File: src/boid_params.svh
`ifndef BOID_PARAMS_SVH
`define BOID_PARAMS_SVH
`define BOID_IW 14
`define BOID_DW 8
`define BOID_AW 7
`define BOID_QPHASES 3'h4
`define BOID_Q_LAST 2'h3
`define BOID_Q_READ 2'h1
`define BOID_Q_WRITE 2'h3
`define BOID_CLASS_BYTE 2'h0
`define BOID_CLASS_BIT 2'h1
`define BOID_CLASS_CTL 2'h2
`define BOID_CLASS_LIT 2'h3
`define BOID_OP_ADD 4'h7
`define BOID_OP_AND 4'h5
`define BOID_OP_OR 4'h4
`define BOID_OP_ZERO 4'h1
`define BOID_OP_NOPMOV 4'h0
`define BOID_OP_DECSKP 4'hB
`define BOID_OP_INCSKP 4'hF
`define BOID_OP_RLC 4'hD
`define BOID_OP_RRC 4'hC
`define BOID_NOP_MASK 14'h3F9F
`define BOID_NOP_CODE 14'h0000
`define BOID_NIB 4
`endif

File: src/boid_pkg.sv
`include "boid_params.svh"
package boid_pkg;
    typedef struct packed {
        logic [1:0] cls;
        logic [3:0] op;
        logic dest;
        logic [6:0] faddr;
        logic [2:0] bsel;
        logic [7:0] lit8;
        logic [10:0] lit11;
    } boid_fields_t;
    typedef struct packed {
        logic c;
        logic dc;
        logic z;
    } boid_flags_t;
    typedef enum logic [1:0] {
        BOID_RUN = 2'b00,
        BOID_FLUSH = 2'b01
    } boid_state_t;
endpackage

File: src/boid_field_split.sv
`timescale 1ns/1ps
`include "boid_params.svh"
module boid_field_split (
    input wire logic mclk,
    input wire logic reset,
    input wire logic load,
    input wire logic [13:0] word,
    output boid_pkg::boid_fields_t fields
);
    import boid_pkg::*;
    // latches the split instruction word at fetch
    always_ff @(posedge mclk or posedge reset) begin
        if (reset) begin
            fields <= '0;
        end else if (load) begin
            fields.cls <= word[13:12];
            fields.op <= word[11:8];
            fields.dest <= word[7];
            fields.faddr <= word[6:0];
            fields.bsel <= word[9:7];
            fields.lit8 <= word[7:0];
            fields.lit11 <= word[10:0];
        end
    end
endmodule

File: src/boid_decoder.sv
`timescale 1ns/1ps
`include "boid_params.svh"
// What this block does
// - instruction is one 14-bit opcode-plus-operands word
// - dest bit 0 to accumulator, 1 to file
// - file address is 7 bits, 0x00-0x7F
// - bit select picks bit of 8-bit file
// - literals are eight or eleven bits wide
// - four clock phases per instruction cycle
// - skip adds one no-op cycle
// - file always read before modify and store
// - zero-file reads, zeroes, writes back register
// - don't-care bits ignored in decoding
// - byte ops: top bits 00, opcode, d, f
// - add, and, or with accumulator; flags
// - decrement, store, skip when zero
// - increment, store, skip when zero
// - rotate left through carry, carry only
// - rotate right through carry, carry only
module boid_decoder (
    input wire logic mclk,
    input wire logic reset,
    input wire logic [13:0] instr_word,
    output logic fetch_stb,
    output logic [6:0] file_addr,
    output logic file_rd_stb,
    input wire logic [7:0] file_rd_data,
    output logic file_wr_stb,
    output logic [7:0] file_wr_data,
    output logic [7:0] acc,
    output boid_pkg::boid_flags_t flags,
    output logic [2:0] bit_sel,
    output logic [10:0] literal,
    output logic executing_nop,
    output logic unsupported
);
    import boid_pkg::*;

    ////////////////////////////////////////////////////////////////////////
    // phase counter and fetch
    logic [1:0] q_reg;
    boid_state_t st_reg;
    boid_fields_t fld;
    logic is_last;

    assign is_last = (q_reg == `BOID_Q_LAST);
    assign fetch_stb = is_last;

    always_ff @(posedge mclk or posedge reset) begin
        if (reset) begin
            q_reg <= 2'h0;
        end else begin
            q_reg <= q_reg + 2'h1;
        end
    end

    boid_field_split u_split (
        .mclk(mclk),
        .reset(reset),
        .load(is_last),
        .word(instr_word),
        .fields(fld)
    );

    ////////////////////////////////////////////////////////////////////////
    // decode
    function automatic logic is_byte_op(input boid_fields_t f);
        return f.cls == `BOID_CLASS_BYTE;
    endfunction

    function automatic logic is_nop_word(input boid_fields_t f);
        logic [13:0] w;
        w = {f.cls, f.op, f.lit8};
        return (w & `BOID_NOP_MASK) == `BOID_NOP_CODE;
    endfunction

    logic live;
    logic byte_op;
    logic zero_acc;
    logic known;
    assign live = (st_reg == BOID_RUN);
    assign byte_op = live && is_byte_op(fld);
    // only class bits, op and dest bit matter for zero_accumulator; f bits are don't-care
    assign zero_acc = byte_op && fld.op == `BOID_OP_ZERO && !fld.dest;

    always_comb begin
        known = 1'b0;
        if (byte_op) begin
            case (fld.op)
                `BOID_OP_ADD, `BOID_OP_AND, `BOID_OP_OR, `BOID_OP_ZERO,
                `BOID_OP_DECSKP, `BOID_OP_INCSKP, `BOID_OP_RLC, `BOID_OP_RRC: known = 1'b1;
                `BOID_OP_NOPMOV: known = is_nop_word(fld);
                default: known = 1'b0;
            endcase
        end
    end

    assign executing_nop = !live || (byte_op && fld.op == `BOID_OP_NOPMOV && is_nop_word(fld));
    assign unsupported = live && !known;

    ////////////////////////////////////////////////////////////////////////
    // operand routing
    logic uses_file;
    assign uses_file = byte_op && known && !zero_acc && !(fld.op == `BOID_OP_NOPMOV);
    assign file_addr = fld.faddr;
    assign bit_sel = fld.bsel;
    assign literal = (fld.cls == `BOID_CLASS_CTL) ? fld.lit11 : {3'h0, fld.lit8};
    assign file_rd_stb = uses_file && q_reg == `BOID_Q_READ;

    ////////////////////////////////////////////////////////////////////////
    // operand latch: read data only stands around the read strobe
    logic [7:0] rd_operand_reg;

    always_ff @(posedge mclk or posedge reset) begin
        if (reset) begin
            rd_operand_reg <= 8'h00;
        end else if (file_rd_stb) begin
            rd_operand_reg <= file_rd_data;
        end
    end

    ////////////////////////////////////////////////////////////////////////
    // alu
    logic [7:0] res;
    logic [8:0] sum;
    logic [4:0] nib;
    boid_flags_t fl_next;
    logic skip;

    always_comb begin
        sum = {1'b0, acc} + {1'b0, rd_operand_reg};
        nib = {1'b0, acc[3:0]} + {1'b0, rd_operand_reg[3:0]};
        res = rd_operand_reg;
        fl_next = flags;
        skip = 1'b0;
        case (fld.op)
            `BOID_OP_ADD: begin
                res = sum[7:0];
                fl_next.c = sum[8];
                fl_next.dc = nib[`BOID_NIB];
                fl_next.z = (sum[7:0] == 8'h00);
            end
            `BOID_OP_AND: begin
                res = acc & rd_operand_reg;
                fl_next.z = (res == 8'h00);
            end
            `BOID_OP_OR: begin
                res = acc | rd_operand_reg;
                fl_next.z = (res == 8'h00);
            end
            `BOID_OP_ZERO: begin
                res = 8'h00;
                fl_next.z = 1'b1;
            end
            `BOID_OP_DECSKP: begin
                res = rd_operand_reg - 8'h01;
                skip = (res == 8'h00);
            end
            `BOID_OP_INCSKP: begin
                res = rd_operand_reg + 8'h01;
                skip = (res == 8'h00);
            end
            `BOID_OP_RLC: begin
                res = {rd_operand_reg[6:0], flags.c};
                fl_next.c = rd_operand_reg[7];
            end
            `BOID_OP_RRC: begin
                res = {flags.c, rd_operand_reg[7:1]};
                fl_next.c = rd_operand_reg[0];
            end
            default: begin
                res = rd_operand_reg;
            end
        endcase
    end

    logic write_q;
    assign write_q = q_reg == `BOID_Q_WRITE && (uses_file || zero_acc);
    assign file_wr_stb = write_q && uses_file && fld.dest;

    always_ff @(posedge mclk or posedge reset) begin
        if (reset) begin
            file_wr_data <= 8'h00;
        end else if (uses_file && q_reg == `BOID_Q_WRITE - 2'h1) begin
            file_wr_data <= res;
        end
    end

    always_ff @(posedge mclk or posedge reset) begin
        if (reset) begin
            acc <= 8'h00;
        end else if (zero_acc && q_reg == `BOID_Q_WRITE) begin
            acc <= 8'h00;
        end else if (write_q && !fld.dest) begin
            acc <= res;
        end
    end

    always_ff @(posedge mclk or posedge reset) begin
        if (reset) begin
            flags <= '0;
        end else if (zero_acc && q_reg == `BOID_Q_WRITE) begin
            flags.z <= 1'b1;
        end else if (write_q) begin
            flags <= fl_next;
        end
    end

    ////////////////////////////////////////////////////////////////////////
    // skip flush: next fetched word executes as no-op
    always_ff @(posedge mclk or posedge reset) begin
        if (reset) begin
            st_reg <= BOID_RUN;
        end else if (is_last) begin
            case (st_reg)
                BOID_RUN: st_reg <= (byte_op && skip) ? BOID_FLUSH : BOID_RUN;
                BOID_FLUSH: st_reg <= BOID_RUN;
                default: st_reg <= BOID_RUN;
            endcase
        end
    end
endmodule

File: config.mk
export PLATFORM = sky130hd
export DESIGN_NAME = boid_decoder
export DESIGN_NICKNAME = d
export VERILOG_FILES = /design/src/boid_pkg.sv /design/src/boid_field_split.sv /design/src/boid_decoder.sv
export VERILOG_INCLUDE_DIRS = /design/src /design/src/src
export SDC_FILE = /design/constraint.sdc
export NUM_CORES = 1
export LEC_CHECK = 0
export BUFFER_PORTS_ARGS = -buffer_cell sky130_fd_sc_hd__buf_4
export CORE_ASPECT_RATIO = 1.5
export CORE_MARGIN = 3
export CORE_UTILIZATION = 45
export DETAILED_ROUTE_END_ITERATION = 7
export GPL_TIMING_DRIVEN = 0
export PLACE_DENSITY = 0.73
export RECOVER_POWER = 50
export SYNTH_ARGS = -nofsm -noshare
export SYNTH_HDL_FRONTEND = slang
export SYNTH_SLANG_ARGS = --single-unit
export TNS_END_PERCENT = 1
File: constraint.sdc
create_clock -name mclk -period 5.9 [get_ports mclk]
set_input_delay 0.59 -clock mclk [delete_from_list [all_inputs] [get_ports mclk]]
set_output_delay 0.59 -clock mclk [all_outputs]
set_load 0.03 [all_outputs]
# [Yosys cells after proc, flatten, opt, wreduce, memory -nomap -nowiden]
# Cells that the tools add are included.
[classes] eq_ne=12 bitwise_logic=3 n_reduce_logical=41 n_mux=13 n_addsub=5
[op_table] operator="$pmux 8 s8" count=1
[op_table] operator="$logic_not 8->1" count=5
[op_table] operator="$logic_and 1x1->1" count=17
[op_table] operator="$eq 4x4->1 const B" count=4
[op_table] operator="$mux 8" count=2
[op_table] operator="$logic_not 14->1" count=1
[op_table] operator="$eq 4x3->1 const B" count=3
[op_table] operator="$mux 11" count=1
[op_table] operator="$add 8x8->9" count=1
[op_table] operator="$add 8x1->8 const B" count=1
[op_table] operator="$and 8x8->8" count=1
[op_table] operator="$or 8x8->8" count=1
[op_table] operator="$reduce_or 8->1" count=1
[op_table] operator="$sub 8x1->8 const B" count=1
[op_table] operator="$eq 2x2->1 const B" count=3
[op_table] operator="$reduce_and 3->1" count=2
[op_table] operator="$add 4x4->5" count=1
[op_table] operator="$logic_not 1->1" count=5
[op_table] operator="$mux 1" count=5
[op_table] operator="$reduce_bool 5->1" count=1
[op_table] operator="$eq 4x1->1 const B" count=1
[op_table] operator="$logic_not 2->1" count=2
[op_table] operator="$logic_not 4->1" count=1
[op_table] operator="$pmux 1 s2" count=2
[op_table] operator="other kinds (9)" count=11
[word_totals] inputBits=24 register_bits=67 output_inout_bits=45 wordCells=89

# [Logic depth before layout (Yosys ltp)]
[logic_depth] depth_word=12 depth_mapped=8 ltp_nobuf=7

# [Hierarchy]
# From an unflattened synthesis, not the netlist that was laid out.
[unflattened] cells_unflattened=394 area_unflattened_um2=3648.5
[modules_own_cells] module="boid_decoder" seq_area_each_um2=750.7 area_per_inst_um2=2960.3 instances=1 cells_each=342
[modules_own_cells] module="boid_field_split" seq_area_each_um2=350.3 area_per_inst_um2=688.2 instances=1 cells_each=52

# [Least setup slack after synthesis]
# OpenSTA, ideal clock, no wires.
[synth_path] kind="register -> output" startpoint="register u_split.fields[33] (netlist bit)" endpoint="output unsupported" setup_slack_ps=3298 path_buffers=3 t_arrival_ps=2012 path_stages_with_launch=7 path_cell_list="dfrtp_1 buf_2 buf_1 clkbuf_1 nor2_1 a41o_2 a21oi_1"
[synth_between] elab_chain_cells=6 word_cells_on_any_way=15
[synth_lines] item="start: declaration" line_no="boid_field_split.sv:8" source="output boid_pkg::boid_fields_t fields"
[synth_lines] item="$eq 4x1->1, or another cell as far along" line_no="boid_decoder.sv:89" source="case (fld.op)"
[synth_lines] item="$reduce_or 8->1" line_no="boid_decoder.sv:89"
[synth_lines] item="$pmux 1 s2 *" line_no="boid_decoder.sv:89"
[synth_lines] item="$mux 1 *" line_no="boid_decoder.sv:88" source="if (byte_op) begin"
[synth_lines] item="$logic_not 1->1 *" line_no="boid_decoder.sv:99" source="assign unsupported = live && !known;"
[synth_lines] item="$logic_and 1x1->1 *" line_no="boid_decoder.sv:99"
[synth_lines] item="end: declaration" line_no="boid_decoder.sv:35" source="output logic unsupported"
# Mark *: on every way between the ends. The rest lies on a longest branch, timed or not.

# [Final worst setup path]
# Same ends and word-level chain as after synthesis.

==> results.tsv <==
stage	metric	value	unit
setup_path	cp_num_cells	7	
setup_path	crit_family	buffers and inverters	
power_and_ir_drop	p_switching	507	µW
clock_network	cts_resized	0	
placement	port_buffers	68	
final_layout	final_nets	517	
final_layout	fin_cells	570	
final_layout	drive_gt1_share	22.8	%
sta	fin_skew	0.00483	ns
floorplan	num_rows	38	
floorplan	initial_utilization	47.3	%
setup_path	slowest_stage	clkbuf_1	
setup_path	path_buf_inv	4	
setup_path	end_kind	primary output	
route	antenna_left	0	
placement	dp_slack	2.84	ns
clock_network	numCtsBuffers	5	
yosys	yosysWarnings	0	
global_route	grt-ovfl-total	0	
power_and_ir_drop	power.leakage	1.86	nW
job	drv_cap	1	
power_and_ir_drop	p_per_area	276	nW/µm²
clock_network	cts.sinks	44	
yosys	synth.avg_cell_area	8.92	µm²
final_layout	antennaDiodeCount	0	
power_and_ir_drop	pwr-share-seq	34.2	%
final_layout	syn_to_final_growth	18.9	%
route	wl_per_cell	20.0	µm
setup_path	critPathMaxFanout	10	
floorplan	pin_count	69	
worst_hold_path	hold-path-cell-count	3	
global_route	first_global_vias	3460	
placement	dp_cells	562	
floorplan	die_w	78.1	µm
global_route	grt_usage	26.7	%
placement	place_congestion	0.928	
sta	max_slew_margin	-61.4	%
setup_path	crit_start	u_split.fields[33]$_DFFE_PP0P_	
setup_path	worstSetupPathType	reg2out	
final_layout	fillCellCount	750	
sta	fin_crit_sh	55.2	%
sta	fmax	307	MHz
yosys	async_flop_share	100	%
setup_path	rrSetupSlack	2.78	ns
setup_path	cp.arrival	2.67	ns
clock_network	hold_buffers	0	
clock_network	clock_latency	0.31	ns
clock_network	htreeDepth	2	
clock_network	cts_root_buf	clkbuf_8	
yosys	syn_area	3510	µm²
yosys	syn-num-nets	441	
clock_network	cts.clk_slew.worst_paths	0.09	ns
setup_path	rr_startpoint	rd_operand_reg[3]$_DFFE_PP0P_	
setup_path	cp_cell_sequence	buf_2 > buf_1 > clkbuf_1 > nor2_1 > a41o_2 > a21oi_1 > buf_4	
sta	fin_ws	2.64	ns
sta	drv_slew	45	
clock_network	cts_tree	yes	
route	drc	0	
floorplan	die_h	114	µm
sta	worst_pin_slew	2.42	ns
placement	dp_hpwl	9090	µm
power_and_ir_drop	switching_share	44.2	%
final_layout	registers.top_by_ff_count	u_split.fields	
yosys	synth_edf_count	0	
sta	tns	0	ns
route	num_vias	3385	
setup_path	max_stage_delay	0.52	ns
run_status	violations	max-capacitance violations, max-slew violations	
setup_path	start_kind	register	
yosys	ys_ff_latch	44	
sta	hold_viol	0	
floorplan	dieArea	8910	µm²
setup_path	r2r-end	acc[4]$_DFFE_PP0P_	
route	first_pass_iters	6	
yosys	yosysSeqAreaShare	31.4	%
power_and_ir_drop	report.power.total	1.15	mW
floorplan	coreArea	7420	µm²
power_and_ir_drop	peakVddDrop	0.211	mV
yosys	synth.distinct_cells	61	
run_status	status	finished with violations	
final_layout	largest_reg_flops	14	
route	wl	11400	µm
sta	setup_viol	0	
final_layout	final_util	56.2	%
yosys	synth_flop_cell	dfrtp_1	
power_and_ir_drop	p_comb_share	47.5	%
worst_hold_path	hold_class	in2reg	
sta	rsz0062_at_grt	no	
global_route	antenna_found_initial	0	
setup_path	cp.required	5.31	ns
sta	min_period	3.26	ns
clock_network	post_cts_buffers	0	
yosys	syn-instance-count	393	
power_and_ir_drop	clockPowerShare	18.3	%
global_route	grt_first_pass_wirelength	18300	µm
setup_path	reg2regPathDepth	8	
clock_network	cts_max_path_buffers	2	
setup_path	critical_path.endpoint	unsupported	
route	via_per_inst	5.94	
power_and_ir_drop	power.internal	642	µW
global_route	grt_max_degree	45	
route	drtIter0Drc	196	
-- worst reg2reg max path, stage by stage, from the launching register on --
cell and delay [ns]:
dfrtp_1 0.47, clkbuf_1 0.43, inv_1 0.19, ha_1 0.39, or2_2 0.31, a21oi_1 0.22
nor3_1 0.09, a2111oi_0 0.65, o21ai_0 0.20
-- per-layer routing --
| layer | vias up | wire length (µm) | track usage (%) |
|---|---|---|---|
| met5 | - | 0 | 0 |
| met4 | 0 | 484 | 13.5 |
| met3 | 26 | 510 | 3.07 |
| met2 | 137 | 5860 | 46.9 |
| met1 | 1655 | 4570 | 32.1 |
| li1 | 1567 | - | - |
-- area by class of cell --
type	instances	area [µm²]	area share [%]
inverter	33	124	2.97
clock inverter	2	15.0	0.360
timing repair buffer	69	439	10.5
clock buffer	6	82.6	1.98
multi-input combinational	278	2090	50.1
tap	100	125	3.00
buffer	38	194	4.65
sequential	44	1100	26.4
-- synth_stat cells (2+ instances only) --
library cell | n | share of area [%]
o22ai_1 | 4 | 0.71
nand2b_1 | 3 | 0.54
a21oi_1 | 23 | 3.3
o32ai_1 | 2 | 0.50
or4b_2 | 2 | 0.57
a32o_1 | 2 | 0.57
a211oi_1 | 7 | 1.5
xor2_1 | 2 | 0.50
nand4_1 | 7 | 1.2
xnor2_1 | 7 | 1.7
nor4_1 | 3 | 0.54
mux2i_1 | 6 | 1.7
o31ai_1 | 2 | 0.43
ha_1 | 23 | 8.2
buf_2 | 5 | 0.71
nor3_1 | 15 | 2.1
and2_1 | 8 | 1.4
a21o_1 | 6 | 1.3
nand3_1 | 17 | 2.4
o21a_1 | 3 | 0.64
nor2b_1 | 5 | 0.89
o21ai_0 | 15 | 2.1
nand2_1 | 15 | 1.6
inv_1 | 32 | 3.4
mux4_2 | 5 | 3.2
buf_4 | 10 | 2.1
mux2_2 | 22 | 7.1
or3_1 | 3 | 0.54
or4b_1 | 2 | 0.57
and3_1 | 6 | 1.1
clkbuf_1 | 20 | 2.1
a221oi_1 | 3 | 0.75
a221o_1 | 2 | 0.57
buf_1 | 2 | 0.21
a2111oi_0 | 3 | 0.75
nor3b_1 | 2 | 0.43
dfrtp_1 | 44 | 31
o211ai_1 | 2 | 0.43
nor2_1 | 24 | 2.6
a31oi_1 | 8 | 1.4
-- stage by stage --
step | area [µm²] | hold WS, ns
3_3_place_gp | 4140 | 0.463
5_1_grt | 4170 | 0.488
2_1_floorplan | 3510 | 0.448
6_report | 4170 | 0.482
3_5_place_dp | 4160 | 0.478
4_1_cts | 4260 | 0.313
-- worst min-delay path by stage --
| stage | to | from |
|---|---|---|
| after detailed placement | q_reg[0]$_DFF_PP0_ | q_reg[0]$_DFF_PP0_ |
| after floorplan | q_reg[0]$_DFF_PP0_ | q_reg[0]$_DFF_PP0_ |
| after CTS | rd_operand_reg[4]$_DFFE_PP0P_ | reset |
| final | u_split.fields[20]$_DFFE_PP0P_ | instr_word[8] |
| after global placement | q_reg[0]$_DFF_PP0_ | q_reg[0]$_DFF_PP0_ |
| after global routing | u_split.fields[19]$_DFFE_PP0P_ | instr_word[7] |
-- kinds of logic after synthesis --
kind of cell / after synthesis / share of synthesized area (%)
compound gates: 92 / 18.2
xor+xnor: 9 / 2.25
fa+ha+maj: 24 / 8.78
buf+inv: 71 / 9.06
flops: 44 / 31.4
mux: 33 / 12.0
simple gates: 120 / 18.4
-- layout by cell type (no fill, tap or decap), types with 3 or more instances in the layout --
master | Yosys | layout
a2111oi_0 | 3 | 3
a211oi_1 | 7 | 7
a21o_1 | 6 | 6
a21oi_1 | 23 | 23
a221oi_1 | 3 | 3
a31oi_1 | 8 | 8
and2_1 | 8 | 8
and3_1 | 6 | 6
buf_2 | 5 | 5
buf_4 | 10 | 57
clkbuf_1 | 20 | 41
clkbuf_8 | 0 | 6
dfrtp_1 | 44 | 44
ha_1 | 23 | 23
inv_1 | 32 | 32
mux2_2 | 22 | 22
mux2i_1 | 6 | 6
mux4_2 | 5 | 5
nand2_1 | 15 | 15
nand2b_1 | 3 | 3
nand3_1 | 17 | 17
nand4_1 | 7 | 7
nor2_1 | 24 | 24
nor2b_1 | 5 | 5
nor3_1 | 15 | 15
nor4_1 | 3 | 3
o21a_1 | 3 | 3
o21ai_0 | 15 | 15
o22ai_1 | 4 | 4
or3_1 | 3 | 3
xnor2_1 | 7 | 7
-- power groups by stage --
stage	logic, mW	registers [mW]	clock network [mW]
6_report	0.545	0.393	0.211
5_1_grt	0.593	0.400	0.228
4_1_cts	0.563	0.393	0.216
3_5_place_dp	0.559	0.399	0
3_3_place_gp	0.556	0.397	0
2_1_floorplan	0.336	0.436	0
Power figures use the tool's default switching activity.
